**src/rtl/lpm_pkg.sv**
```systemverilog
package lpm_pkg;
   // apb register byte offsets
   localparam logic [7:0] CTRL_OFFS = 8'h00;
   localparam logic [7:0] STATUS_OFFS = 8'h04;
   localparam logic [7:0] POWER_OFFS = 8'h08;
   // control register field positions and reset values
   localparam int CTRL_D1_BIT = 0;
   localparam int CTRL_D2_BIT = 1;
   localparam logic [1:0] CTRL_RESET = 2'h0;
   // status register field positions
   localparam int ST_LINK_LSB = 0;
   localparam int ST_TURNOFF_BIT = 2;
   localparam int ST_MSI_BIT = 3;
   localparam int ST_MSIX_BIT = 4;
   localparam int ST_INTXDIS_BIT = 5;
   localparam int ST_MODE_LSB = 6;
   // command register interrupt-disable bit position
   localparam int CMD_INTXDIS_BIT = 10;
   // number of functions
   localparam int NUM_FUNC = 4;
   // function power states
   typedef enum logic [1:0]
   {
      PWR_D0 = 2'b00,
      PWR_D1 = 2'b01,
      PWR_D2 = 2'b10,
      PWR_D3HOT = 2'b11
   } lpm_pwr_t;
   // link states
   typedef enum logic [1:0]
   {
      LNK_DOWN = 2'b00,
      LNK_L0 = 2'b01,
      LNK_L1 = 2'b10,
      LNK_L23 = 2'b11
   } lpm_link_t;
   // interrupt modes
   typedef enum logic [1:0]
   {
      IRQ_INTX = 2'b00,
      IRQ_MSI = 2'b01,
      IRQ_MSIX = 2'b10,
      IRQ_BOTH = 2'b11
   } lpm_irq_t;
endpackage

```
**src/rtl/lpm_ctrl.sv**
```systemverilog
`timescale 1ns/1ns
module lpm_ctrl
#(
   parameter int NUM_FUNC = lpm_pkg::NUM_FUNC
)
(
   // clock and reset
   input wire logic core_clk,
   input wire logic sys_rst,
   // apb slave
   input wire logic psel,
   input wire logic penable,
   input wire logic pwrite,
   input wire logic [7:0] paddr,
   input wire logic [31:0] pwdata,
   output logic [31:0] prdata,
   output logic pready,
   output logic pslverr,
   // link events from the core
   input wire logic trainDone,
   input wire logic turnoffMsg,
   input wire logic l1AckDllp,
   output logic l1ReqDllp,
   output logic pmeToAckSend,
   output lpm_pkg::lpm_link_t linkState,
   output logic ifClosed,
   // host configuration writes
   input wire logic hostPmWr,
   input wire logic [1:0] hostPmFunc,
   input wire logic [1:0] hostPmState,
   input wire logic hostIrqWr,
   input wire logic hostMsiEn,
   input wire logic hostMsixEn,
   input wire logic [15:0] hostCmd,
   // requester request stream from user
   input wire logic reqValid,
   input wire logic reqLast,
   input wire logic linkReqReady,
   output logic req_stream_ready,
   // power state and turnoff handshake
   output logic [2*NUM_FUNC-1:0] funcPowerState,
   output logic turnoff_notice,
   input wire logic turnoffAck,
   // interrupt mode and requests
   output logic msiEnable,
   output logic msixEnable,
   output lpm_pkg::lpm_irq_t irqMode,
   input wire logic userIntxReq,
   input wire logic userMsiReq,
   output logic intxMsgSend,
   output logic msiWriteSend
);
   // all state of the block
   typedef struct packed
   {
      lpm_pkg::lpm_link_t link;
      logic [2*NUM_FUNC-1:0] pwr;
      logic [1:0] ctrl;
      logic msi;
      logic msix;
      logic intxDis;
      logic notice;
      logic toAck;
      logic l1Req;
      logic l1Pend;
      logic inPkt;
      logic intxSent;
      logic msiSent;
      logic [31:0] rdata;
   } lpm_state_t;

   lpm_state_t cur;
   lpm_state_t next_cur;
   logic allD0; // every function in D0
   logic allLow; // every function in a state that allows L1
   logic rdUnmapped; // address decode miss
   logic [31:0] rdMux; // read data before capture

   // power state summaries used by stall and l1 entry
   always_comb
   begin
      allD0 = 1'b1;
      allLow = 1'b1;
      for (int f = 0; f < NUM_FUNC; f++)
      begin
         if (cur.pwr[2*f +: 2] != lpm_pkg::PWR_D0)
            allD0 = 1'b0;
         // only d3hot, or d1/d2 where software marked them supported
         if (!((cur.pwr[2*f +: 2] == lpm_pkg::PWR_D3HOT)
               || (cur.pwr[2*f +: 2] == lpm_pkg::PWR_D1 && cur.ctrl[lpm_pkg::CTRL_D1_BIT])
               || (cur.pwr[2*f +: 2] == lpm_pkg::PWR_D2 && cur.ctrl[lpm_pkg::CTRL_D2_BIT])))
            allLow = 1'b0;
      end
   end

   // register read decode
   always_comb
   begin
      rdMux = 32'h0000_0000;
      rdUnmapped = 1'b0;
      case (paddr)
         lpm_pkg::CTRL_OFFS: rdMux[1:0] = cur.ctrl;
         lpm_pkg::STATUS_OFFS:
         begin
            rdMux[lpm_pkg::ST_LINK_LSB +: 2] = cur.link;
            rdMux[lpm_pkg::ST_TURNOFF_BIT] = cur.notice;
            rdMux[lpm_pkg::ST_MSI_BIT] = cur.msi;
            rdMux[lpm_pkg::ST_MSIX_BIT] = cur.msix;
            rdMux[lpm_pkg::ST_INTXDIS_BIT] = cur.intxDis;
            rdMux[lpm_pkg::ST_MODE_LSB +: 2] = {cur.msix, cur.msi};
         end
         lpm_pkg::POWER_OFFS: rdMux[2*NUM_FUNC-1:0] = cur.pwr;
         default: rdUnmapped = 1'b1;
      endcase
   end

   // next state of the whole block
   always_comb
   begin
      next_cur = cur;
      next_cur.toAck = 1'b0;
      next_cur.l1Req = 1'b0;
      next_cur.intxSent = 1'b0;
      next_cur.msiSent = 1'b0;
      // apb: capture read data in setup, write in access phase
      if (psel && !penable)
         next_cur.rdata = rdMux;
      if (psel && penable && pwrite && paddr == lpm_pkg::CTRL_OFFS)
         next_cur.ctrl = pwdata[1:0];
      // host configuration writes are the only path to these bits
      if (hostPmWr)
         next_cur.pwr[2*hostPmFunc +: 2] = hostPmState;
      if (hostIrqWr)
      begin
         next_cur.msi = hostMsiEn;
         next_cur.msix = hostMsixEn;
         next_cur.intxDis = hostCmd[lpm_pkg::CMD_INTXDIS_BIT];
      end
      // track an accepted packet so its tail is still taken
      if (reqValid && req_stream_ready)
         next_cur.inPkt = !reqLast;
      // turnoff handshake: notice until acknowledge, drop next cycle
      if (cur.notice && turnoffAck)
      begin
         next_cur.notice = 1'b0;
         next_cur.toAck = 1'b1;
      end
      else if (turnoffMsg && cur.link != lpm_pkg::LNK_L23 && !cur.notice)
         next_cur.notice = 1'b1;
      // link state machine
      case (cur.link)
         lpm_pkg::LNK_DOWN:
            if (trainDone)
               next_cur.link = lpm_pkg::LNK_L0;
         lpm_pkg::LNK_L0:
         begin
            if (cur.toAck)
               next_cur.link = lpm_pkg::LNK_L23;
            else if (allLow && !cur.inPkt && !cur.notice)
            begin
               // request l1 once, then wait for the partner's answer
               if (!cur.l1Pend)
               begin
                  next_cur.l1Req = 1'b1;
                  next_cur.l1Pend = 1'b1;
               end
               else if (l1AckDllp)
               begin
                  next_cur.link = lpm_pkg::LNK_L1;
                  next_cur.l1Pend = 1'b0;
               end
            end
            else
               next_cur.l1Pend = 1'b0;
         end
         lpm_pkg::LNK_L1:
            if (cur.toAck)
               next_cur.link = lpm_pkg::LNK_L23;
            else if (!allLow)
               next_cur.link = lpm_pkg::LNK_L0;
         lpm_pkg::LNK_L23: next_cur.link = lpm_pkg::LNK_L23;
         default: next_cur.link = lpm_pkg::LNK_DOWN;
      endcase
      // interrupt controller: msi write or gated legacy, never msix
      if (cur.link != lpm_pkg::LNK_L23)
      begin
         if (cur.msi && userMsiReq)
            next_cur.msiSent = 1'b1;
         else if (!cur.msi && !cur.msix && userIntxReq && !cur.intxDis)
            next_cur.intxSent = 1'b1;
      end
   end

   // register the whole state
   always_ff @(posedge core_clk or posedge sys_rst)
   begin
      if (sys_rst)
      begin
         cur <= '0;
         cur.link <= lpm_pkg::LNK_DOWN;
         cur.ctrl <= lpm_pkg::CTRL_RESET;
      end
      else
         cur <= next_cur;
   end

   // outputs
   assign prdata = cur.rdata;
   assign pready = psel & penable;
   assign pslverr = psel & penable & rdUnmapped;
   assign linkState = cur.link;
   assign l1ReqDllp = cur.l1Req;
   assign pmeToAckSend = cur.toAck;
   assign ifClosed = (cur.link == lpm_pkg::LNK_L23);
   assign funcPowerState = cur.pwr;
   assign turnoff_notice = cur.notice;
   assign msiEnable = cur.msi;
   assign msixEnable = cur.msix;
   assign irqMode = lpm_pkg::lpm_irq_t'({cur.msix, cur.msi});
   assign intxMsgSend = cur.intxSent;
   assign msiWriteSend = cur.msiSent;
   // stall new packets outside D0 but finish one in progress
   assign req_stream_ready = linkReqReady && !ifClosed && (allD0 || cur.inPkt);
endmodule

```
**config.mk**
```make
export PLATFORM = sky130hd
export DESIGN_NAME = lpm_ctrl
export DESIGN_NICKNAME = d
export VERILOG_FILES = /design/src/rtl/lpm_pkg.sv /design/src/rtl/lpm_ctrl.sv
export SDC_FILE = /design/constraint.sdc
export NUM_CORES = 1
export LEC_CHECK = 0
export ABC_AREA = 1
export BUFFER_PORTS_ARGS = -buffer_cell sky130_fd_sc_hd__buf_2
export CORE_ASPECT_RATIO = 1.1
export CORE_MARGIN = 8
export CORE_UTILIZATION = 45
export DETAILED_ROUTE_END_ITERATION = 10
export HOLD_SLACK_MARGIN = 0.1
export PLACE_DENSITY = 0.84
export SYNTH_ARGS = -nofsm -noshare
export SYNTH_HDL_FRONTEND = slang
export SYNTH_SLANG_ARGS = --single-unit
export TNS_END_PERCENT = 30
```
**constraint.sdc**
```tcl
create_clock -name core_clk -period 2.5 [get_ports core_clk]
set_input_delay 0.625 -clock core_clk [delete_from_list [all_inputs] [get_ports core_clk]]
set_output_delay 0.625 -clock core_clk [all_outputs]
set_load 0.02 [all_outputs]
```
Word-level counts from Yosys, hierarchy flattened
Cells that the tools add are included.
{"block": "word_totals", "register_bits": 30, "inputBits": 78, "output_inout_bits": 55, "word_cells": 128}
{"block": "classes", "add_sub_neg": 1, "eq_ne": 23, "shift": 2, "n_mux": 34, "n_bitwise": 3, "n_reduce_logical": 51}
{"operator": "$neg 3->34", "count": 1}
{"operator": "$shift 2x34->8 const A", "count": 1}
{"operator": "$shiftx 2x34->8", "count": 1}
{"operator": "$logic_and 1x1->1", "count": 24}
{"operator": "$eq 2x2->1 const B", "count": 10}
{"operator": "$mux 1", "count": 20}
{"operator": "$mux 2", "count": 10}
{"operator": "$ne 3x3->1 const B", "count": 4}
{"operator": "$pmux 6 s2", "count": 1}
{"operator": "$eq 2x1->1 const B", "count": 5}
{"operator": "$reduce_bool 2->1", "count": 5}
{"operator": "$logic_or 1x1->1", "count": 9}
{"operator": "$bwmux 8", "count": 1}
{"operator": "$eq 8x3->1 const B", "count": 1}
{"operator": "$eq 8x4->1 const B", "count": 1}
{"operator": "$logic_not 1->1", "count": 8}
{"operator": "$logic_not 8->1", "count": 1}
{"operator": "$pmux 2 s4", "count": 1}
{"operator": "$pmux 2 s3", "count": 1}
{"operator": "$reduce_and 5->1", "count": 1}
{"operator": "$ne 2x2->1 const B", "count": 2}
{"operator": "$reduce_or 3->1", "count": 1}
{"operator": "$and 1x1->1", "count": 2}
{"operator": "$logic_not 2->1", "count": 1}
{"operator": "2 further kinds", "count": 2}

Logic depth before layout (Yosys ltp)
Gate-level depths: netlist of run 1.
{"block": "logic_depth", "depth_word": 13, "depth_mapped": 10, "depth_no_buf": 10}

Worst setup path after synthesis of run 1
Ideal clock, no wire load.
{"block": "synth_timing", "path_type": "input to output", "startpoint": "input port paddr[5]", "endpoint": "output port pslverr", "arrival_time_ps": 1312, "t_required_ps": 1875, "slack_ps": 563, "path_stages": 6, "path_buffers": 0, "path_cell_list": "inv_1 nand3_1 inv_2 nand2_1 o21ai_0 nor2_1"}
{"block": "synth_between", "elab_chain_cells": 4, "elab_cells_between_ends": 6, "cone_classes": "eq/ne: 2; mux: 1; bitwise: 1; reduce/logical: 2"}
{"item": "start, declared", "line_no": "lpm_ctrl.sv:14", "source": "input wire logic [7:0] paddr,"}
{"item": "$eq 8x4->1 (tied with other cells)", "line_no": "lpm_ctrl.sv:101", "source": "case (paddr)"}
{"item": "$reduce_or 3->1 (no line) *"}
{"item": "$mux 1 *", "line_no": "lpm_ctrl.sv:101"}
{"item": "$and 1x1->1 *", "line_no": "lpm_ctrl.sv:210", "source": "assign pslverr = psel & penable & rdUnmapped;"}
{"item": "end, declared", "line_no": "lpm_ctrl.sv:18", "source": "output logic pslverr,"}
Every way passes the cells marked *; elsewhere a longest branch is shown, timed or not.

Worst setup path after layout of run 1
{"block": "layout_timing", "startpoint": "input port paddr[0]", "endpoint": "output port pslverr"}
The elaborated chain is that of the path after synthesis.

==> results.tsv, run 1 <==
stage	metric	value	unit
synthesis	Syn Area/Cell	7.722	µm²
synthesis	FFs w/ async S/R, synth	100.0	%
drt	via/cell ratio	4.691	
synthesis	number of synthesized flops with an enable pin	0	
final_layout	non-filler cells, final	359	
job	Max Cap Viol	0	
sta	Max Slew Vio Count	0	
power_and_ir_drop	Pint	921.1	µW
floorplanning	I/O pins	133	
place	PortBufs	63	
synthesis	Synth Area in Adders	3.165	%
drt	final wirelength	4.666	mm
grt	initial antenna violation count	0	
sta	final setup fails	0	
place	Place WS	301.4	ps
sta	Worst Skew	3.765	ps
clock_network	CTS resizes	0	
sta	worst setup margin	286.2	ps
final_layout	antenna cells	0	
synthesis	Yosys reg bits	30	
power_and_ir_drop	pwr/cell area	680.6	mW/mm²
drt	Final ANT Viol Nets	0	
synthesis	Synth Area in Compound Gates	7.911	%
synthesis	xor-xnor portion of the synthesized cell area	0	%
synthesis	Mapped Cells	256	
power_and_ir_drop	overall power	1501	µW
clock_network	Clk Latency, worst-skew pair	290	ps
drt	per-cell routed wire length	13.00	µm
clock_network	Root Driver	clkbuf_8	
clock_network	H-tree depth	2	
clock_network	hold_buf cts	0	
status	outcome	finished clean	
power_and_ir_drop	Seq pwr share	40.9	%
drt	DRT iter0 DRCs	76	
final_layout	Filler cells	447	
clock_network	TritonCTS Buffers	5	
grt	largest net degree at the start of global routing	31	
synthesis	post-synthesis cell area	0.001977	mm²
synthesis	Yosys cell types	24	
floorplanning	core area	0.004254	mm²
floorplanning	# rows	25	
power_and_ir_drop	switching pwr	580.1	µW
sta	fin crit share	88.55	%
worst_setup_path	Worst R2R Start	linkState[0]	
power_and_ir_drop	Clock power frac	25.3	%
worst_setup_path	CP required	1880	ps
place	dpl cells	353	
floorplanning	die width	79.20	µm
worst_setup_path	worst setup path category	input port to primary output	
synthesis	main combinational cell family by area after synthesis	simple AND/OR/NAND/NOR gates	
synthesis	Synth area leaders	dfrtp_1 38%, buf_4 17%, nand2_1 11%, inv_1 6.8%, ha_1 3.2%	
clock_network	# Post-CTS Setup Buffers	0	
drt	via count	1684	
synthesis	Synth area leader	dfrtp_1	
synthesis	post-synthesis simple-gate area fraction	26.27	%
sta	unrepaired setup endpoints after global routing	no	
sta	Hold Vio Cnt, Final	0	
final_layout	register area	750.7	µm²
power_and_ir_drop	Static Leak	0.001287	µW
place	GP Congestion	0.8543	
worst_setup_path	critical path data arrival time	1590	ps
power_and_ir_drop	Gate power share	33.9	%
sta	FMAX	451.7	MHz
clock_network	Reg clk slew, reported paths	60	ps
clock_network	CTS tree	done	
worst_setup_path	Crit Path Max Fanout	5	
final_layout	Final Util	51.85	%
synthesis	multiplexer share of the synthesized area	0	%
floorplanning	DIE HEIGHT	85.52	µm
grt	first-pass GRT wire length	7.327	mm
final_layout	P&R area growth vs syn	11.58	%
synthesis	yosys warns	0	
synthesis	commonest cells in the netlist	60 x nand2_1, 44 x buf_4, 36 x inv_1	
power_and_ir_drop	Sw Ratio	38.64	%
synthesis	dominant synthesized flop cell	dfrtp_1	
place	dpl hpwl	3.884	mm
worst_setup_path	CP Capture Type	primary output	
drt	Pre-Repair DR Iteration Count	4	
floorplanning	full die area	0.006772	mm²
synthesis	most common cell in the netlist	nand2_1	
grt	gr ovfl total	0	
floorplanning	Initial Utilization	46.47	%
grt	gr usage total	13.78	%
final_layout	final-stage net count	389	
final_layout	layout cells sized above 1	29.84	%
sta	crit path time final	2214	ps
worst_setup_path	FF-to-FF setup slack	1210	ps
clock_network	Num Clock Sinks	30	
drt	DR DRC count	0	
worst_setup_path	crit start category	input port	
worst_setup_path	reg2reg end	linkState[1]	
sta	setup_tns	0	ps
synthesis	share of the synthesized area in the top cell type	37.97	%
min_path	Hold WC Path Type	input port to async pin	
power_and_ir_drop	peak supply drop	229.7	µV
worst_setup_path	Worst Reg-to-Reg Cells	9	
clock_network	clk buf depth	2	
synthesis	sequential area share after synthesis	37.97	%
final_layout	footprint of the multi-input gates	828.3	µm²
grt	vias in the first global route	1676	
==> per-layer routing <==
metal	track usage [%]	routed length, µm	part of all wire [%]	up-vias
li1	-	-	-	834
met1	13.04	1680	36	776
met2	24.46	2445	52	65
met3	5.439	415	8.9	9
met4	7.926	125	2.7	0
met5	0	0	0	-
==> worst max-delay path: stages <==
cell and delay, ps:
buf_2 110, inv_2 50, nand2_1 60, nor3_2 270
nand2_1 140, o21ai_0 120, nor2_1 50, buf_2 160
==> layout by cell type, fill, tap and decap left out, types with 2 or more instances in the layout <==
| master | count |
|---|---|
| buf_2 | 63 |
| nor2_1 | 12 |
| nor3_2 | 2 |
| nor3_1 | 4 |
| ha_1 | 5 |
| nand4_1 | 5 |
| a21oi_1 | 6 |
| o22ai_1 | 10 |
| o21ai_0 | 6 |
| a31oi_1 | 2 |
| nand3b_1 | 2 |
| clkbuf_8 | 6 |
| dfrtp_1 | 30 |
| inv_2 | 5 |
| inv_1 | 36 |
| conb_1 | 24 |
| nand3_1 | 10 |
| nor2_4 | 4 |
| nand3_2 | 3 |
| nand2_1 | 60 |
| nand2_2 | 5 |
==> how the worst max path moves through the flow <==
stage	cells past startpoint	slack, ps	endpoint	startpoint
final	8	290	pslverr	paddr[0]
after global routing	8	250	pslverr	paddr[0]
after CTS	8	300	pslverr	paddr[0]
after detailed placement	8	300	pslverr	paddr[0]
after global placement	8	320	pslverr	paddr[0]
after floorplan	6	560	pslverr	paddr[5]
==> area by class of cell <==
| class | instances | area share (%) |
|---|---|---|
| Inverter | 41 | 6.977 |
| Tap cell | 54 | 3.063 |
| Multi-Input combinational cell | 164 | 37.55 |
| Timing Repair Buffer | 64 | 14.63 |
| Clock buffer | 6 | 3.744 |
| Sequential cell | 30 | 34.03 |
==> stage by stage <==
stage | area [µm²] | hold slack (ps)
6_report | 2206 | 396.8
3_3_place_gp | 2123 | 420.8
3_5_place_dp | 2123 | 447.1
4_1_cts | 2206 | 412.0
5_1_grt | 2206 | 447.9
2_1_floorplan | 2063 | 408.6
==> registers in the layout, indices dropped and copies added, names as in the netlist, 2 cells and up <==
signal	cells
prdata	8
cur	5
linkState	2
funcPowerState	8
==> power by group through the flow <==
stage          clock network (µW)  registers [µW]  logic (µW)
6_report                      379             613         509
5_1_grt                       410             622         569
4_1_cts                       387             612         512
3_5_place_dp                    0             620         512
3_3_place_gp                    0             617         500
2_1_floorplan                   0             625         416
==> logic make-up (layout without fill, tap and decap cells) <==
family | count (synthesis) | in the layout
adders and majority gates | 5 | 5
DFF | 30 | 30
other | 1 | 24
AOI/OAI and AO/OA | 27 | 27
and+or+nand+nor | 108 | 108
buffers and inverters | 85 | 111
No activity file was read; power rests on OpenSTA's default activity.
==> run 2, diff against run 1 <==
--- a/config.mk
+++ b/config.mk
@@ -7,12 +7,15 @@
 export LEC_CHECK = 0
 export ABC_AREA = 1
 export BUFFER_PORTS_ARGS = -buffer_cell sky130_fd_sc_hd__buf_2
+export CAP_MARGIN = 25
 export CORE_ASPECT_RATIO = 1.1
 export CORE_MARGIN = 8
 export CORE_UTILIZATION = 45
 export DETAILED_ROUTE_END_ITERATION = 10
 export HOLD_SLACK_MARGIN = 0.1
 export PLACE_DENSITY = 0.84
+export RECOVER_POWER = 100
+export SKIP_CTS_REPAIR_TIMING = 1
 export SYNTH_ARGS = -nofsm -noshare
 export SYNTH_HDL_FRONTEND = slang
 export SYNTH_SLANG_ARGS = --single-unit
==> results.tsv, run 2 (synthesis results as in run 1) <==
stage	metric	value	unit	change
power_and_ir_drop	peak supply drop	232.4	µV	+1.2%
place	PortBufs	63		unchanged
grt	gr usage total	13.78	%	unchanged
grt	initial antenna violation count	0		unchanged
sta	worst setup margin	246.8	ps	-39.39 ps
place	GP Congestion	0.8543		unchanged
sta	Worst Skew	4.536	ps	+0.7716 ps
sta	Worst Tran Pin Value	1534	ps	
drt	WL met2	2.412	mm	-1.3%
clock_network	CTS tree	done		
final_layout	most common cell after layout, fill and taps aside	nand2_1		
clock_network	H-tree depth	2		unchanged
sta	setup_tns	0	ps	unchanged
drt	metal1 wirelength	1.739	mm	+3.5%
floorplanning	I/O pins	133		unchanged
worst_setup_path	Worst Reg-to-Reg Cells	9		unchanged
min_path	HP Start	cur[35]		
sta	unrepaired setup endpoints after global routing	no		
final_layout	most frequent cells in the layout	61 x nand2_1, 38 x inv_1, 34 x clkbuf_1		
drt	WL met3	401	µm	-3.4%
grt	largest net degree at the start of global routing	31		unchanged
floorplanning	full die area	0.006772	mm²	unchanged
clock_network	Num Clock Sinks	30		unchanged
drt	top sig layer	met4		
status	outcome	finished, violations left		
drt	DR DRC count	0		unchanged
floorplanning	die width	79.20	µm	unchanged
floorplanning	DIE HEIGHT	85.52	µm	unchanged
drt	final wirelength	4.715	mm	+1.1%
clock_network	Root Driver	clkbuf_8		
clock_network	TritonCTS Buffers	5		unchanged
sta	Max Slew Vio Count	31		+31
min_path	Hold EP	l1ReqDllp		
sta	relative slew slack	-2.284	%	
job	Max Cap Viol	1		+1
drt	Final ANT Viol Nets	0		unchanged
grt	vias in the first global route	1676		unchanged
worst_setup_path	CP required	1880	ps	about the same
min_path	Hold WC Path Type	flop to flop		
worst_setup_path	worst setup path category	input port to primary output		
min_path	Hold Crit Depth	1		
power_and_ir_drop	Static Leak	0.001167	µW	-9.4%
power_and_ir_drop	overall power	1472	µW	-1.9%
worst_setup_path	reg2reg end	linkState[1]		
worst_setup_path	CP Capture Type	primary output		
final_layout	layout cells sized above 1	16.39	%	-13 points
final_layout	Filler cells	467		+4.5%
power_and_ir_drop	pwr/cell area	689.8	mW/mm²	+1.4%
status	failing checks	capacitance limit, slew limit		
final_layout	antenna cells	0		unchanged
place	Place WS	301.4	ps	unchanged
drt	per-cell routed wire length	13.13	µm	+1.1%
sta	fin crit share	90.13	%	+1.6 points
floorplanning	Initial Utilization	46.47	%	unchanged
drt	DRT iter0 DRCs	66		-13%
drt	via/cell ratio	4.741		+1.1%
drt	via count	1702		+1.1%
grt	first-pass GRT wire length	7.327	mm	unchanged
place	dpl hpwl	3.884	mm	unchanged
clock_network	Reg clk slew, reported paths	60	ps	about the same
grt	gr ovfl total	0		unchanged
worst_setup_path	Worst R2R Start	linkState[0]		
clock_network	clk buf depth	2		unchanged
final_layout	final-stage net count	389		unchanged
sta	worst hold slack	458.8	ps	+62.01 ps
sta	crit path time final	2253	ps	+39.39 ps
floorplanning	core area	0.004254	mm²	unchanged
floorplanning	# rows	25		unchanged
sta	Hold Vio Cnt, Final	0		unchanged
clock_network	Clk Latency, worst-skew pair	290	ps	about the same
worst_setup_path	FF-to-FF setup slack	1150	ps	-60 ps
drt	Pre-Repair DR Iteration Count	4		unchanged
sta	final setup fails	0		unchanged
worst_setup_path	Crit Path Max Fanout	7		+2
worst_setup_path	critical path data arrival time	1630	ps	+40 ps
sta	FMAX	443.8	MHz	-1.7%
worst_setup_path	crit start category	input port		
final_layout	P&R area growth vs syn	7.975	%	
final_layout	non-filler cells, final	359		unchanged
place	dpl cells	353		unchanged
run 2: cell types whose count changed in the layout (fill, tap and decap cells not counted), sizes merged:
cell | previous run | this run
buf | 64 | 30
clkbuf | 6 | 40
run 2: layout make-up:
class,count,area [µm²],area share (%)
well taps,54,67.56,3.165
clock buffers,6,82.58,3.869
flip-flops and latches,30,750.7,35.17
inverters,41,153.9,7.210
repair buffers,64,277.8,13.01
multi-input cells,164,802.0,37.57
run 2: layer usage:
metal | vias to the layer above | track usage [%]
li1 | 833 | -
met1 | 788 | 13.04
met2 | 69 | 24.46
met3 | 12 | 5.439
met4 | 0 | 7.926
met5 | - | 0
run 2: worst max-delay path by stage:
stage,start,endpoint,cells past startpoint
2_1_floorplan,paddr[5],pslverr,6
3_3_place_gp,paddr[0],pslverr,8
3_5_place_dp,paddr[0],pslverr,8
4_1_cts,paddr[0],pslverr,8
5_1_grt,paddr[7],pslverr,8
6_report,paddr[7],pslverr,8
run 2: worst max-delay path, stage by stage:
cell      delay [ps]
buf_2             90
nor2_1            90
nand3_1          130
inv_1            210
nand2_1          120
o21ai_0          130
nor2_1            60
clkbuf_1         170
run 2: power by group:
group	total (µW)	internal (µW)	switching (µW)	leakage, µW
logic	477	138	339	0.000736
registers	615	547	68.1	0.000388
clock network	380	211	169	0.0000431
total	1470	896	576	0.00117
run 2: metrics by stage:
stage / cell area, µm² / util, %
after floorplan: 2063 / -
final: 2135 / 50.18
after detailed placement: 2123 / 49.91
after global routing: 2135 / 50.18
after global placement: 2123 / 49.91
after CTS: 2206 / 51.85
